===== src/shared/cssq_pkg.sv =====
// Purpose: Constants and decoding shared by the core supply startup sequencer.
// Assumes: clk_sys at 40 MHz; voltage levels in units of 0.1 mV.
// Notes: Code 7'h00 is the highest DAC level; codes step down 12.5 mV each.
//
// Notes on behaviour
// - Good flag high inside -300/+200 mV window.
// - Below 300 mV target, check upper limit only.
// - Mask good check after code or sleep changes.
// - Mask lasts about 100 us, internal clock.
// - Startup steps target one code at a time.
// - Soft-start begins only after enable is high.
// - Hold boot level 100 us, then release clock.
// - Good flag rises 9 ms after clock release.
// - Short sense reference while in lockout or shutdown.
// - Reset interval 50 to 60 us after power up.
// - Detect phase count, then issue go signal.
// - Ignore select inputs until clock is released.
// - Reference from 7-bit code minus droop.
// - Move target one LSB per microsecond.
// - Wait 400 ns after select inputs change.
// - Each code change restarts the mask timer.
package cssq_pkg;

  // ==========================================================
  // Timing
  // ==========================================================
  localparam int unsigned CLK_HZ = 40_000_000;
  localparam int unsigned CLK_NS = 1_000_000_000 / CLK_HZ;
  localparam int unsigned RST_MIN_NS = 50_000;
  localparam int unsigned RST_MAX_NS = 60_000;
  localparam int unsigned RST_CYC = (RST_MIN_NS + CLK_NS - 1) / CLK_NS;
  localparam int unsigned RST_MAX_CYC = RST_MAX_NS / CLK_NS;
  localparam int unsigned BOOT_NS = 100_000;
  localparam int unsigned BOOT_CYC = BOOT_NS / CLK_NS;
  localparam int unsigned MASK_NS = 100_000;
  localparam int unsigned MASK_CYC = MASK_NS / CLK_NS;
  localparam int unsigned STEP_NS = 1_000;
  localparam int unsigned STEP_CYC = STEP_NS / CLK_NS;
  localparam int unsigned DEGL_NS = 400;
  localparam int unsigned DEGL_CYC = (DEGL_NS + CLK_NS - 1) / CLK_NS;
  localparam int unsigned PG_DELAY_NS = 9_000_000;
  localparam int unsigned PG_DELAY_DEF = PG_DELAY_NS / CLK_NS;
  localparam int unsigned PHASE_DET_CYC = 3;

  localparam int TMR_W = 19;
  localparam int STEP_W = 6;
  localparam int DEGL_W = 5;
  localparam int LVL_W = 16;
  localparam int CODE_W = 7;
  localparam int SYNC_W = 12;

  // ==========================================================
  // Voltage levels, 0.1 mV units
  // ==========================================================
  localparam logic [LVL_W-1:0] FULL_LVL = 16'h3A98;
  localparam logic [LVL_W-1:0] LSB_LVL = 16'h007D;
  localparam logic [LVL_W:0] WIN_LO_LVL = 17'h0_0BB8;
  localparam logic [LVL_W:0] WIN_HI_LVL = 17'h0_07D0;
  localparam logic [LVL_W-1:0] LOW_DAC_LVL = 16'h0BB8;
  localparam logic [CODE_W-1:0] ZERO_CODE = 7'h78;
  localparam logic [CODE_W-1:0] BOOT_CODE_DEF = 7'h20;

  // Phase count encodings
  localparam logic [1:0] PH_ONE = 2'h1;
  localparam logic [1:0] PH_TWO = 2'h2;
  localparam logic [1:0] PH_THREE = 2'h3;

  typedef enum logic [2:0] {
    ST_SHUTDOWN = 3'b000,
    ST_RESET = 3'b001,
    ST_PHASE = 3'b010,
    ST_SOFT = 3'b011,
    ST_BOOT = 3'b100,
    ST_PGDLY = 3'b101,
    ST_RUN = 3'b110
  } cssq_state_t;

  // DAC code to level, clamped at zero
  function automatic logic [LVL_W-1:0] code_to_level(input logic [CODE_W-1:0] code);
    logic [LVL_W+CODE_W-1:0] drop;
    drop = {{LVL_W{1'b0}}, code} * {{CODE_W{1'b0}}, LSB_LVL};
    if (drop >= {{CODE_W{1'b0}}, FULL_LVL}) begin
      return '0;
    end
    return FULL_LVL - drop[LVL_W-1:0];
  endfunction

endpackage


===== src/rtl/cssq_sequencer.sv =====
// Purpose: Startup sequencing, code tracking and output-good logic of a core supply.
// Assumes: Pins are asynchronous; sensed and droop levels come from clk_sys logic.
// Notes: All state freezes while clk_en is low.
`timescale 1ns/1ps
module cssq_sequencer
  import cssq_pkg::*;
#(
  parameter int unsigned PG_DELAY_CYC = PG_DELAY_DEF,
  parameter logic [CODE_W-1:0] BOOT_CODE = BOOT_CODE_DEF
)
(
  input wire logic clk_sys,
  input wire logic resetn,
  input wire logic clk_en,
  input wire logic enable,
  input wire logic supply_lockout,
  input wire logic deep_sleep_request,
  input wire logic [CODE_W-1:0] voltage_select_inputs,
  input wire logic phase2_pullup,
  input wire logic phase3_pullup,
  input wire logic [LVL_W-1:0] sense_level,
  input wire logic [LVL_W-1:0] droop_level,
  output logic output_good_flag,
  output logic clock_release_n,
  output logic output_sense_ref_short,
  output logic bias_enable,
  output logic soft_start_go,
  output logic [1:0] phase_count,
  output logic [CODE_W-1:0] target_code,
  output logic [LVL_W-1:0] reference_level
);

  // ==========================================================
  // Pin synchronisers
  // ==========================================================
  logic [SYNC_W-1:0] pin_raw;
  logic [SYNC_W-1:0] pin_meta;
  logic [SYNC_W-1:0] pin_sync;

  assign pin_raw = {enable, supply_lockout, deep_sleep_request, phase2_pullup,
                    phase3_pullup, voltage_select_inputs};

  genvar gi;
  generate
    for (gi = 0; gi < SYNC_W; gi++) begin : g_sync
      always_ff @(posedge clk_sys or negedge resetn) begin
        if (!resetn) begin
          pin_meta[gi] <= 1'b0;
          pin_sync[gi] <= 1'b0;
        end else if (clk_en) begin
          pin_meta[gi] <= pin_raw[gi];
          pin_sync[gi] <= pin_meta[gi];
        end
      end
    end
  endgenerate

  logic en_s;
  logic lock_s;
  logic ds_s;
  logic p2_s;
  logic p3_s;
  logic [CODE_W-1:0] sel_s;
  logic power_ok;

  assign en_s = pin_sync[11];
  assign lock_s = pin_sync[10];
  assign ds_s = pin_sync[9];
  assign p2_s = pin_sync[8];
  assign p3_s = pin_sync[7];
  assign sel_s = pin_sync[6:0];
  assign power_ok = en_s && !lock_s;

  // ==========================================================
  // Sequencer state machine
  // ==========================================================
  cssq_state_t state;
  cssq_state_t next_state;
  logic tmr_load;
  logic [TMR_W-1:0] tmr_value;
  logic tmr_done;
  logic [1:0] det_cnt;
  logic p2_high;
  logic p3_high;
  logic at_goal;
  logic released;

  assign released = (state == ST_PGDLY) || (state == ST_RUN);

  always_comb begin
    next_state = state;
    tmr_load = 1'b0;
    tmr_value = '0;
    unique case (state)
      ST_SHUTDOWN: begin
        if (power_ok) begin
          next_state = ST_RESET;
          tmr_load = 1'b1;
          tmr_value = TMR_W'(RST_CYC);
        end
      end
      ST_RESET: begin
        if (tmr_done) begin
          next_state = ST_PHASE;
        end
      end
      ST_PHASE: begin
        if (det_cnt == 2'(PHASE_DET_CYC - 1)) begin
          next_state = ST_SOFT;
        end
      end
      ST_SOFT: begin
        if (at_goal) begin
          next_state = ST_BOOT;
          tmr_load = 1'b1;
          tmr_value = TMR_W'(BOOT_CYC);
        end
      end
      ST_BOOT: begin
        if (tmr_done) begin
          next_state = ST_PGDLY;
          tmr_load = 1'b1;
          tmr_value = TMR_W'(PG_DELAY_CYC);
        end
      end
      ST_PGDLY: begin
        if (tmr_done) begin
          next_state = ST_RUN;
        end
      end
      ST_RUN: begin
        next_state = ST_RUN;
      end
      default: begin
        next_state = ST_SHUTDOWN;
      end
    endcase
    if (!power_ok) begin
      next_state = ST_SHUTDOWN;
      tmr_load = 1'b0;
    end
  end

  always_ff @(posedge clk_sys or negedge resetn) begin
    if (!resetn) begin
      state <= ST_SHUTDOWN;
    end else if (clk_en) begin
      state <= next_state;
    end
  end

  cssq_timer u_seq_timer (
    .clk_sys(clk_sys),
    .resetn(resetn),
    .clk_en(clk_en),
    .clear(!power_ok),
    .load(tmr_load),
    .load_value(tmr_value),
    .busy(),
    .done(tmr_done)
  );

  // ==========================================================
  // Phase count detection
  // ==========================================================
  always_ff @(posedge clk_sys or negedge resetn) begin
    if (!resetn) begin
      det_cnt <= '0;
      p2_high <= 1'b0;
      p3_high <= 1'b0;
      phase_count <= PH_THREE;
    end else if (clk_en) begin
      if (state != ST_PHASE) begin
        det_cnt <= '0;
        p2_high <= 1'b1;
        p3_high <= 1'b1;
      end else begin
        det_cnt <= det_cnt + 1'b1;
        p2_high <= p2_high && p2_s;
        p3_high <= p3_high && p3_s;
        if (next_state == ST_SOFT) begin
          if (p2_high && p2_s && p3_high && p3_s) begin
            phase_count <= PH_ONE;
          end else if (p3_high && p3_s) begin
            phase_count <= PH_TWO;
          end else begin
            phase_count <= PH_THREE;
          end
        end
      end
    end
  end

  // ==========================================================
  // Sequence outputs
  // ==========================================================
  always_ff @(posedge clk_sys or negedge resetn) begin
    if (!resetn) begin
      clock_release_n <= 1'b1;
      soft_start_go <= 1'b0;
      bias_enable <= 1'b0;
      output_sense_ref_short <= 1'b1;
    end else if (clk_en) begin
      clock_release_n <= !(next_state == ST_PGDLY || next_state == ST_RUN);
      soft_start_go <= (next_state == ST_SOFT) || (next_state == ST_BOOT) ||
                       (next_state == ST_PGDLY) || (next_state == ST_RUN);
      bias_enable <= (next_state != ST_SHUTDOWN);
      output_sense_ref_short <= (next_state == ST_SHUTDOWN);
    end
  end

  // ==========================================================
  // Select code deglitch and acceptance
  // ==========================================================
  logic [CODE_W-1:0] sel_prev;
  logic [CODE_W-1:0] sel_taken;
  logic [DEGL_W-1:0] degl_cnt;
  logic sel_change;
  logic ds_prev;
  logic ds_edge;

  always_ff @(posedge clk_sys or negedge resetn) begin
    if (!resetn) begin
      sel_prev <= '0;
      degl_cnt <= '0;
      sel_taken <= BOOT_CODE;
      sel_change <= 1'b0;
    end else if (clk_en) begin
      sel_prev <= sel_s;
      sel_change <= 1'b0;
      if (!released) begin
        degl_cnt <= '0;
        sel_taken <= BOOT_CODE;
      end else if (sel_s != sel_prev) begin
        degl_cnt <= '0;
      end else if (degl_cnt != DEGL_W'(DEGL_CYC)) begin
        degl_cnt <= degl_cnt + 1'b1;
        if (degl_cnt == DEGL_W'(DEGL_CYC - 1) && sel_s != sel_taken) begin
          sel_taken <= sel_s;
          sel_change <= 1'b1;
        end
      end
    end
  end

  always_ff @(posedge clk_sys or negedge resetn) begin
    if (!resetn) begin
      ds_prev <= 1'b0;
    end else if (clk_en) begin
      ds_prev <= ds_s;
    end
  end

  assign ds_edge = released && (ds_s != ds_prev);

  // ==========================================================
  // Target, reference and output-good window
  // ==========================================================
  logic [CODE_W-1:0] slew_goal;
  logic [LVL_W-1:0] dac_level;
  logic [LVL_W:0] sense_wide;
  logic [LVL_W:0] dac_wide;
  logic hi_ok;
  logic lo_ok;
  logic in_window;
  logic mask_busy;

  assign slew_goal = released ? sel_taken : BOOT_CODE;

  cssq_slew u_slew (
    .clk_sys(clk_sys),
    .resetn(resetn),
    .clk_en(clk_en),
    .hold(state == ST_SHUTDOWN || state == ST_RESET || state == ST_PHASE),
    .goal(slew_goal),
    .cur_code(target_code),
    .at_goal(at_goal)
  );

  cssq_timer u_mask_timer (
    .clk_sys(clk_sys),
    .resetn(resetn),
    .clk_en(clk_en),
    .clear(!power_ok),
    .load(sel_change || ds_edge),
    .load_value(TMR_W'(MASK_CYC)),
    .busy(mask_busy),
    .done()
  );

  assign dac_level = code_to_level(target_code);
  assign sense_wide = {1'b0, sense_level};
  assign dac_wide = {1'b0, dac_level};
  assign hi_ok = sense_wide <= dac_wide + WIN_HI_LVL;
  assign lo_ok = (dac_level < LOW_DAC_LVL) || (sense_wide + WIN_LO_LVL >= dac_wide);
  assign in_window = hi_ok && lo_ok;

  always_ff @(posedge clk_sys or negedge resetn) begin
    if (!resetn) begin
      reference_level <= '0;
    end else if (clk_en) begin
      reference_level <= (dac_level > droop_level) ? dac_level - droop_level : '0;
    end
  end

  always_ff @(posedge clk_sys or negedge resetn) begin
    if (!resetn) begin
      output_good_flag <= 1'b0;
    end else if (clk_en) begin
      if (!power_ok || state == ST_SHUTDOWN) begin
        output_good_flag <= 1'b0;
      end else if (state == ST_PGDLY && tmr_done) begin
        output_good_flag <= 1'b1;
      end else if (state == ST_RUN && !mask_busy) begin
        output_good_flag <= in_window;
      end
    end
  end

  // ==========================================================
  // Checks
  // ==========================================================
  property p_shutdown;
    @(posedge clk_sys) disable iff (!resetn)
    (clk_en && !power_ok) |=> state == ST_SHUTDOWN && clock_release_n && !output_good_flag;
  endproperty
  a_shutdown: assert property (p_shutdown) else $error("no shutdown on enable loss");

  property p_short;
    @(posedge clk_sys) disable iff (!resetn)
    (clk_en && !power_ok) |=> output_sense_ref_short && !bias_enable;
  endproperty
  a_short: assert property (p_short) else $error("sense reference not shorted");

  property p_release;
    @(posedge clk_sys) disable iff (!resetn)
    $fell(clock_release_n) |-> $past(state) == ST_BOOT && $past(tmr_done);
  endproperty
  a_release: assert property (p_release) else $error("clock release without boot hold");

  property p_good_rise;
    @(posedge clk_sys) disable iff (!resetn)
    ($rose(output_good_flag) && $past(state) == ST_PGDLY) |-> !clock_release_n && $past(tmr_done);
  endproperty
  a_good_rise: assert property (p_good_rise) else $error("good flag rose early");

  property p_window;
    @(posedge clk_sys) disable iff (!resetn)
    (clk_en && state == ST_RUN && !mask_busy && !in_window) |=> !output_good_flag;
  endproperty
  a_window: assert property (p_window) else $error("good flag high outside window");

  property p_low_dac;
    @(posedge clk_sys) disable iff (!resetn)
    (clk_en && power_ok && state == ST_RUN && !mask_busy && hi_ok &&
     dac_level < LOW_DAC_LVL) |=> output_good_flag;
  endproperty
  a_low_dac: assert property (p_low_dac) else $error("lower limit checked at low target");

  property p_mask_start;
    @(posedge clk_sys) disable iff (!resetn)
    (clk_en && power_ok && (sel_change || ds_edge)) |=> mask_busy;
  endproperty
  a_mask_start: assert property (p_mask_start) else $error("mask not started");

  property p_mask_hold;
    @(posedge clk_sys) disable iff (!resetn)
    (clk_en && power_ok && state == ST_RUN && mask_busy) |=> $stable(output_good_flag);
  endproperty
  a_mask_hold: assert property (p_mask_hold) else $error("good flag moved while masked");

  property p_ignore_sel;
    @(posedge clk_sys) disable iff (!resetn)
    clock_release_n |=> !sel_change;
  endproperty
  a_ignore_sel: assert property (p_ignore_sel) else $error("code taken before release");

  property p_degl;
    @(posedge clk_sys) disable iff (!resetn)
    sel_change |-> $past(degl_cnt) == DEGL_W'(DEGL_CYC - 1) && $past(sel_s) == $past(sel_prev);
  endproperty
  a_degl: assert property (p_degl) else $error("code accepted before settle time");

  property p_go;
    @(posedge clk_sys) disable iff (!resetn)
    $rose(soft_start_go) |-> $past(state) == ST_PHASE && $past(det_cnt) == 2'(PHASE_DET_CYC - 1);
  endproperty
  a_go: assert property (p_go) else $error("go issued before phase detect");

endmodule


===== src/rtl/cssq_slew.sv =====
// Purpose: Moves the regulation target code one LSB per step toward a goal.
// Assumes: goal is stable logic on clk_sys.
// Notes: hold parks the target at the zero-volt code.
`timescale 1ns/1ps
module cssq_slew
  import cssq_pkg::*;
(
  input wire logic clk_sys,
  input wire logic resetn,
  input wire logic clk_en,
  input wire logic hold,
  input wire logic [CODE_W-1:0] goal,
  output logic [CODE_W-1:0] cur_code,
  output logic at_goal
);

  localparam logic [STEP_W-1:0] STEP_LAST = STEP_W'(STEP_CYC - 1);

  logic [STEP_W-1:0] step_cnt;

  always_ff @(posedge clk_sys or negedge resetn) begin
    if (!resetn) begin
      step_cnt <= '0;
      cur_code <= ZERO_CODE;
    end else if (clk_en) begin
      if (hold) begin
        step_cnt <= '0;
        cur_code <= ZERO_CODE;
      end else if (cur_code == goal) begin
        step_cnt <= '0;
      end else if (step_cnt == STEP_LAST) begin
        step_cnt <= '0;
        if (goal > cur_code) begin
          cur_code <= cur_code + 1'b1;
        end else begin
          cur_code <= cur_code - 1'b1;
        end
      end else begin
        step_cnt <= step_cnt + 1'b1;
      end
    end
  end

  assign at_goal = (cur_code == goal);

  property p_one_lsb;
    @(posedge clk_sys) disable iff (!resetn)
    (!$past(hold) && cur_code != $past(cur_code)) |->
      ($past(step_cnt) == STEP_LAST) &&
      (cur_code == $past(cur_code) + 1'b1 || cur_code == $past(cur_code) - 1'b1);
  endproperty
  a_one_lsb: assert property (p_one_lsb) else $error("target moved other than one step");

endmodule


===== src/rtl/cssq_timer.sv =====
// Purpose: One-shot down counter with a single-cycle done pulse.
// Assumes: load_value of at least 1.
// Notes: clear wins over load.
`timescale 1ns/1ps
module cssq_timer
  import cssq_pkg::*;
(
  input wire logic clk_sys,
  input wire logic resetn,
  input wire logic clk_en,
  input wire logic clear,
  input wire logic load,
  input wire logic [TMR_W-1:0] load_value,
  output logic busy,
  output logic done
);

  logic [TMR_W-1:0] count;

  always_ff @(posedge clk_sys or negedge resetn) begin
    if (!resetn) begin
      count <= '0;
      done <= 1'b0;
    end else if (clk_en) begin
      done <= 1'b0;
      if (clear) begin
        count <= '0;
      end else if (load) begin
        count <= load_value;
      end else if (count != '0) begin
        count <= count - 1'b1;
        done <= (count == 1);
      end
    end
  end

  assign busy = (count != '0);

  property p_done_from_one;
    @(posedge clk_sys) disable iff (!resetn)
    (done && $past(clk_en)) |-> $past(count) == 1 && count == '0;
  endproperty
  a_done_from_one: assert property (p_done_from_one) else $error("timer done not from one");

endmodule


===== config.mk =====
export PLATFORM = sky130hd
export DESIGN_NAME = cssq_sequencer
export DESIGN_NICKNAME = d
export VERILOG_FILES = /design/src/shared/cssq_pkg.sv /design/src/rtl/cssq_sequencer.sv /design/src/rtl/cssq_slew.sv /design/src/rtl/cssq_timer.sv
export SDC_FILE = /design/constraint.sdc
export NUM_CORES = 1
export LEC_CHECK = 0
export ABC_AREA = 0
export BUFFER_PORTS_ARGS = -buffer_cell sky130_fd_sc_hd__buf_4
export CORE_MARGIN = 8
export CORE_UTILIZATION = 40
export DETAILED_ROUTE_END_ITERATION = 10
export GPL_TIMING_DRIVEN = 0
export PLACE_DENSITY = 0.61
export SLEW_MARGIN = 20
export SYNTH_ARGS = -nofsm -noshare
export SYNTH_HDL_FRONTEND = slang
export SYNTH_HIERARCHICAL = 1
export SYNTH_SLANG_ARGS = --single-unit

===== constraint.sdc =====
create_clock -name clk_sys -period 7.3 [get_ports clk_sys]
set_input_delay 0.365 -clock clk_sys [delete_from_list [all_inputs] [get_ports clk_sys]]
set_output_delay 0.365 -clock clk_sys [all_outputs]
set_load 0.01 [all_outputs]

==> impl_metrics.csv <==
group,metric,value,unit
status,status,"complete, no violations",
floorplan,dieArea,32000,µm²
power,clock_power_share,26.6,%
global_route,antenna_found_initial,0,
floorplan,start_util,40.7,%
detailed_routing,wl_met1,12600,µm
sta,whs,0.174,ns
power,switching_share,40.4,%
place,dp_slack,-0.492,ns
finish,fin_nets,1494,
sta,setup_viol_count_final,0,
sta,relSlewSlack,48.5,%
clocking,cts_buffers,17,
power,p_sw,0.00129,W
place,hpwl,20400,µm
floorplan,core_area,26100,µm²
floorplan,row_count,59,
global_route,grt_util_all_layers,17.0,%
clocking,cts_root_buf,"clkbuf_16",
critical_path,end_kind,"flip-flop",
floorplan,die_y,179,µm
worst_hold_path,hp-class,"in -> reg",
power,ir_drop,0.235,mV
synthesis,synthCells,1185,
clocking,h-tree-depth,4,
clocking,worstSkewPairLatency,0.42,ns
synthesis,synthesis.area,10600,µm²
run,drv.max_cap_violation_count,0,
detailed_routing,via_per_inst,5.48,
detailed_routing,met2_length,12700,µm
finish,finalInstanceArea,12500,µm²
detailed_routing,wl,27000,µm
power,power_frac_seq,29.7,%
critical_path,worstPathMaxFanout,10,
power,p_leak,5.97,nW
synthesis,syn_avg_cell_area,8.94,µm²
global_route,grt_pass1_vias,8942,
finish,antennaDiodeCount,0,
critical_path,r2r_slack,0.39,ns
floorplan,io_pins,77,
detailed_routing,route.met3.wl,1300,µm
critical_path,slowest_stage,"dfstp_2",
sta,hold_violations,0,
critical_path,arrival,7.20,ns
place,postPlaceCellArea,11700,µm²
sta,maxSlewViolCount,0,
finish,layout-drive-gt1-share,18.9,%
detailed_routing,drtAntennaViolNets,0,
clocking,path_clk_slew,0.06,ns
finish,finalNonFillerCells,1672,
detailed_routing,wl_per_cell,16.2,µm
clocking,clk_path_buf_depth,2,
sta,min_period_over_period,94.6,%
critical_path,worstPathRequired,7.60,ns
synthesis,yosys_warnings,6,
power,intPower,0.00190,W
place,port_buffers,76,
detailed_routing,drtPass1Iterations,5,
finish,seq_area,3190,µm²
clocking,cts_tree,"built",
global_route,grt_max_degree,98,
sta,worst_slack,0.392,ns
finish,area_growth,18.3,%
clocking,clock-sinks,127,
place,dp.cells,1620,
global_route,grt_pass1_wl,44300,µm
finish,multiInputGateArea,6990,µm²
sta,finClkSkew,0.0105,ns
critical_path,worstSetupStartpointType,"flip-flop",
power,p_comb_share,43.7,%
global_route,gr-total-overflow,0,
sta,fmax,0.145,GHz
power,powerDensity,255,nW/µm²
sta,period_minus_slack,6.91,ns
detailed_routing,drc,0,
detailed_routing,dr_total_vias,9163,
sta,worst_pin_slew,0.772,ns
critical_path,slowest_delay,0.60,ns
floorplan,die_w,179,µm
detailed_routing,top_layer,"met4",
critical_path,cpMostUsedCell,"fa_1",
finish,fillers,2499,
place,routabilityCongestion,0.899,
critical_path,crit_type,"reg -> reg",
detailed_routing,drt_iter0_markers,576,
-- final timing paths --
check                                   start                 end  cells after the start
max                        u_slew/cur_code[3]  reference_level[6]                     29
min                                    enable        pin_meta[11]                      2
max reg2reg                u_slew/cur_code[3]  reference_level[6]                     29
min reg2reg                           p3_high      phase_count[0]                      1
max in group asynchronous              resetn  u_slew/cur_code[1]                      3
min in group asynchronous              resetn         pin_meta[4]                      2
-- area by class of cell --
class	instances	area share [%]
Buffer	41	1.39
Clock buffer	19	3.45
Clock inverter	13	1.22
Inverter	111	3.32
Multi-Input combinational cell	929	55.8
Sequential cell	127	25.5
Tap cell	335	3.34
Timing Repair Buffer	97	6.05
-- placed cells by master, fill, tap and decap left out, types with 13 or more instances in the layout --
cell,n
dfrtp_1,115
clkbuf_1,29
xor2_1,31
conb_1,25
nor4_1,13
nand2_1,98
o21ai_0,63
or4_1,13
nor2b_1,13
nand3_1,34
nand4_1,16
nor2_1,74
mux2_2,34
and3_1,18
fa_1,20
ha_1,101
a21o_1,17
a21oi_1,60
xnor2_1,39
inv_1,105
o2bb2ai_1,22
clkbuf_16,17
nor3_1,25
buf_4,96
-- critical path, delay by kind of cell (launching register included) --
| kind | cells | cell delay, ns |
|---|---|---|
| buf+inv | 6 | 0.76 |
| fa+ha+maj | 7 | 2.63 |
| compound gates | 12 | 2.22 |
| simple gates | 4 | 0.54 |
| flops | 1 | 0.60 |
-- metal layers --
layer | up-vias | track usage (%)
met4 | 0 | 4.93
met3 | 27 | 3.16
met1 | 4419 | 22.2
met5 | - | 0
li1 | 4515 | -
met2 | 202 | 28.1
-- per-stage QoR --
step | TNS [ns] | utilization [%] | power (W)
final | 0 | 48.1 | 0.00320
after global routing | -0.00268 | 48.1 | 0.00342
after CTS | 0 | 47.5 | 0.00320
after detailed placement | -5.22 | 44.9 | 0.00233
after global placement | -4.32 | 44.8 | 0.00230
after floorplan | 0 | - | 0.00199
-- flip-flops by register name, indices dropped and copies added (netlist names), 6 cells and up --
signal              cells
u_seq_timer/count      19
pin_meta               12
u_slew/step_cnt         6
sel_prev                7
sel_taken               7
u_slew/cur_code         7
reference_level        16
u_mask_timer/count     19
pin_sync                7
-- power by group through the flow --
stage                     combinational [W]  clock [W]  sequential (W)
final                               0.00140   0.000852        0.000949
after global routing                0.00155   0.000902        0.000970
after CTS                           0.00138   0.000873        0.000946
after detailed placement            0.00137          0        0.000954
after global placement              0.00135          0        0.000949
after floorplan                     0.00107          0        0.000919
-- repair_timing --
item / CTS / global route
pin swaps: 1 / 10
hold buffers: 1 / 0
buffers inserted: 6 / 13
endpoints found under the hold margin: 28 / 0
resized for setup: 7 / 20
endpoints found under the setup margin: 17 / 17
cloned: 0 / 0
No activity file was read; power rests on OpenSTA's default activity.
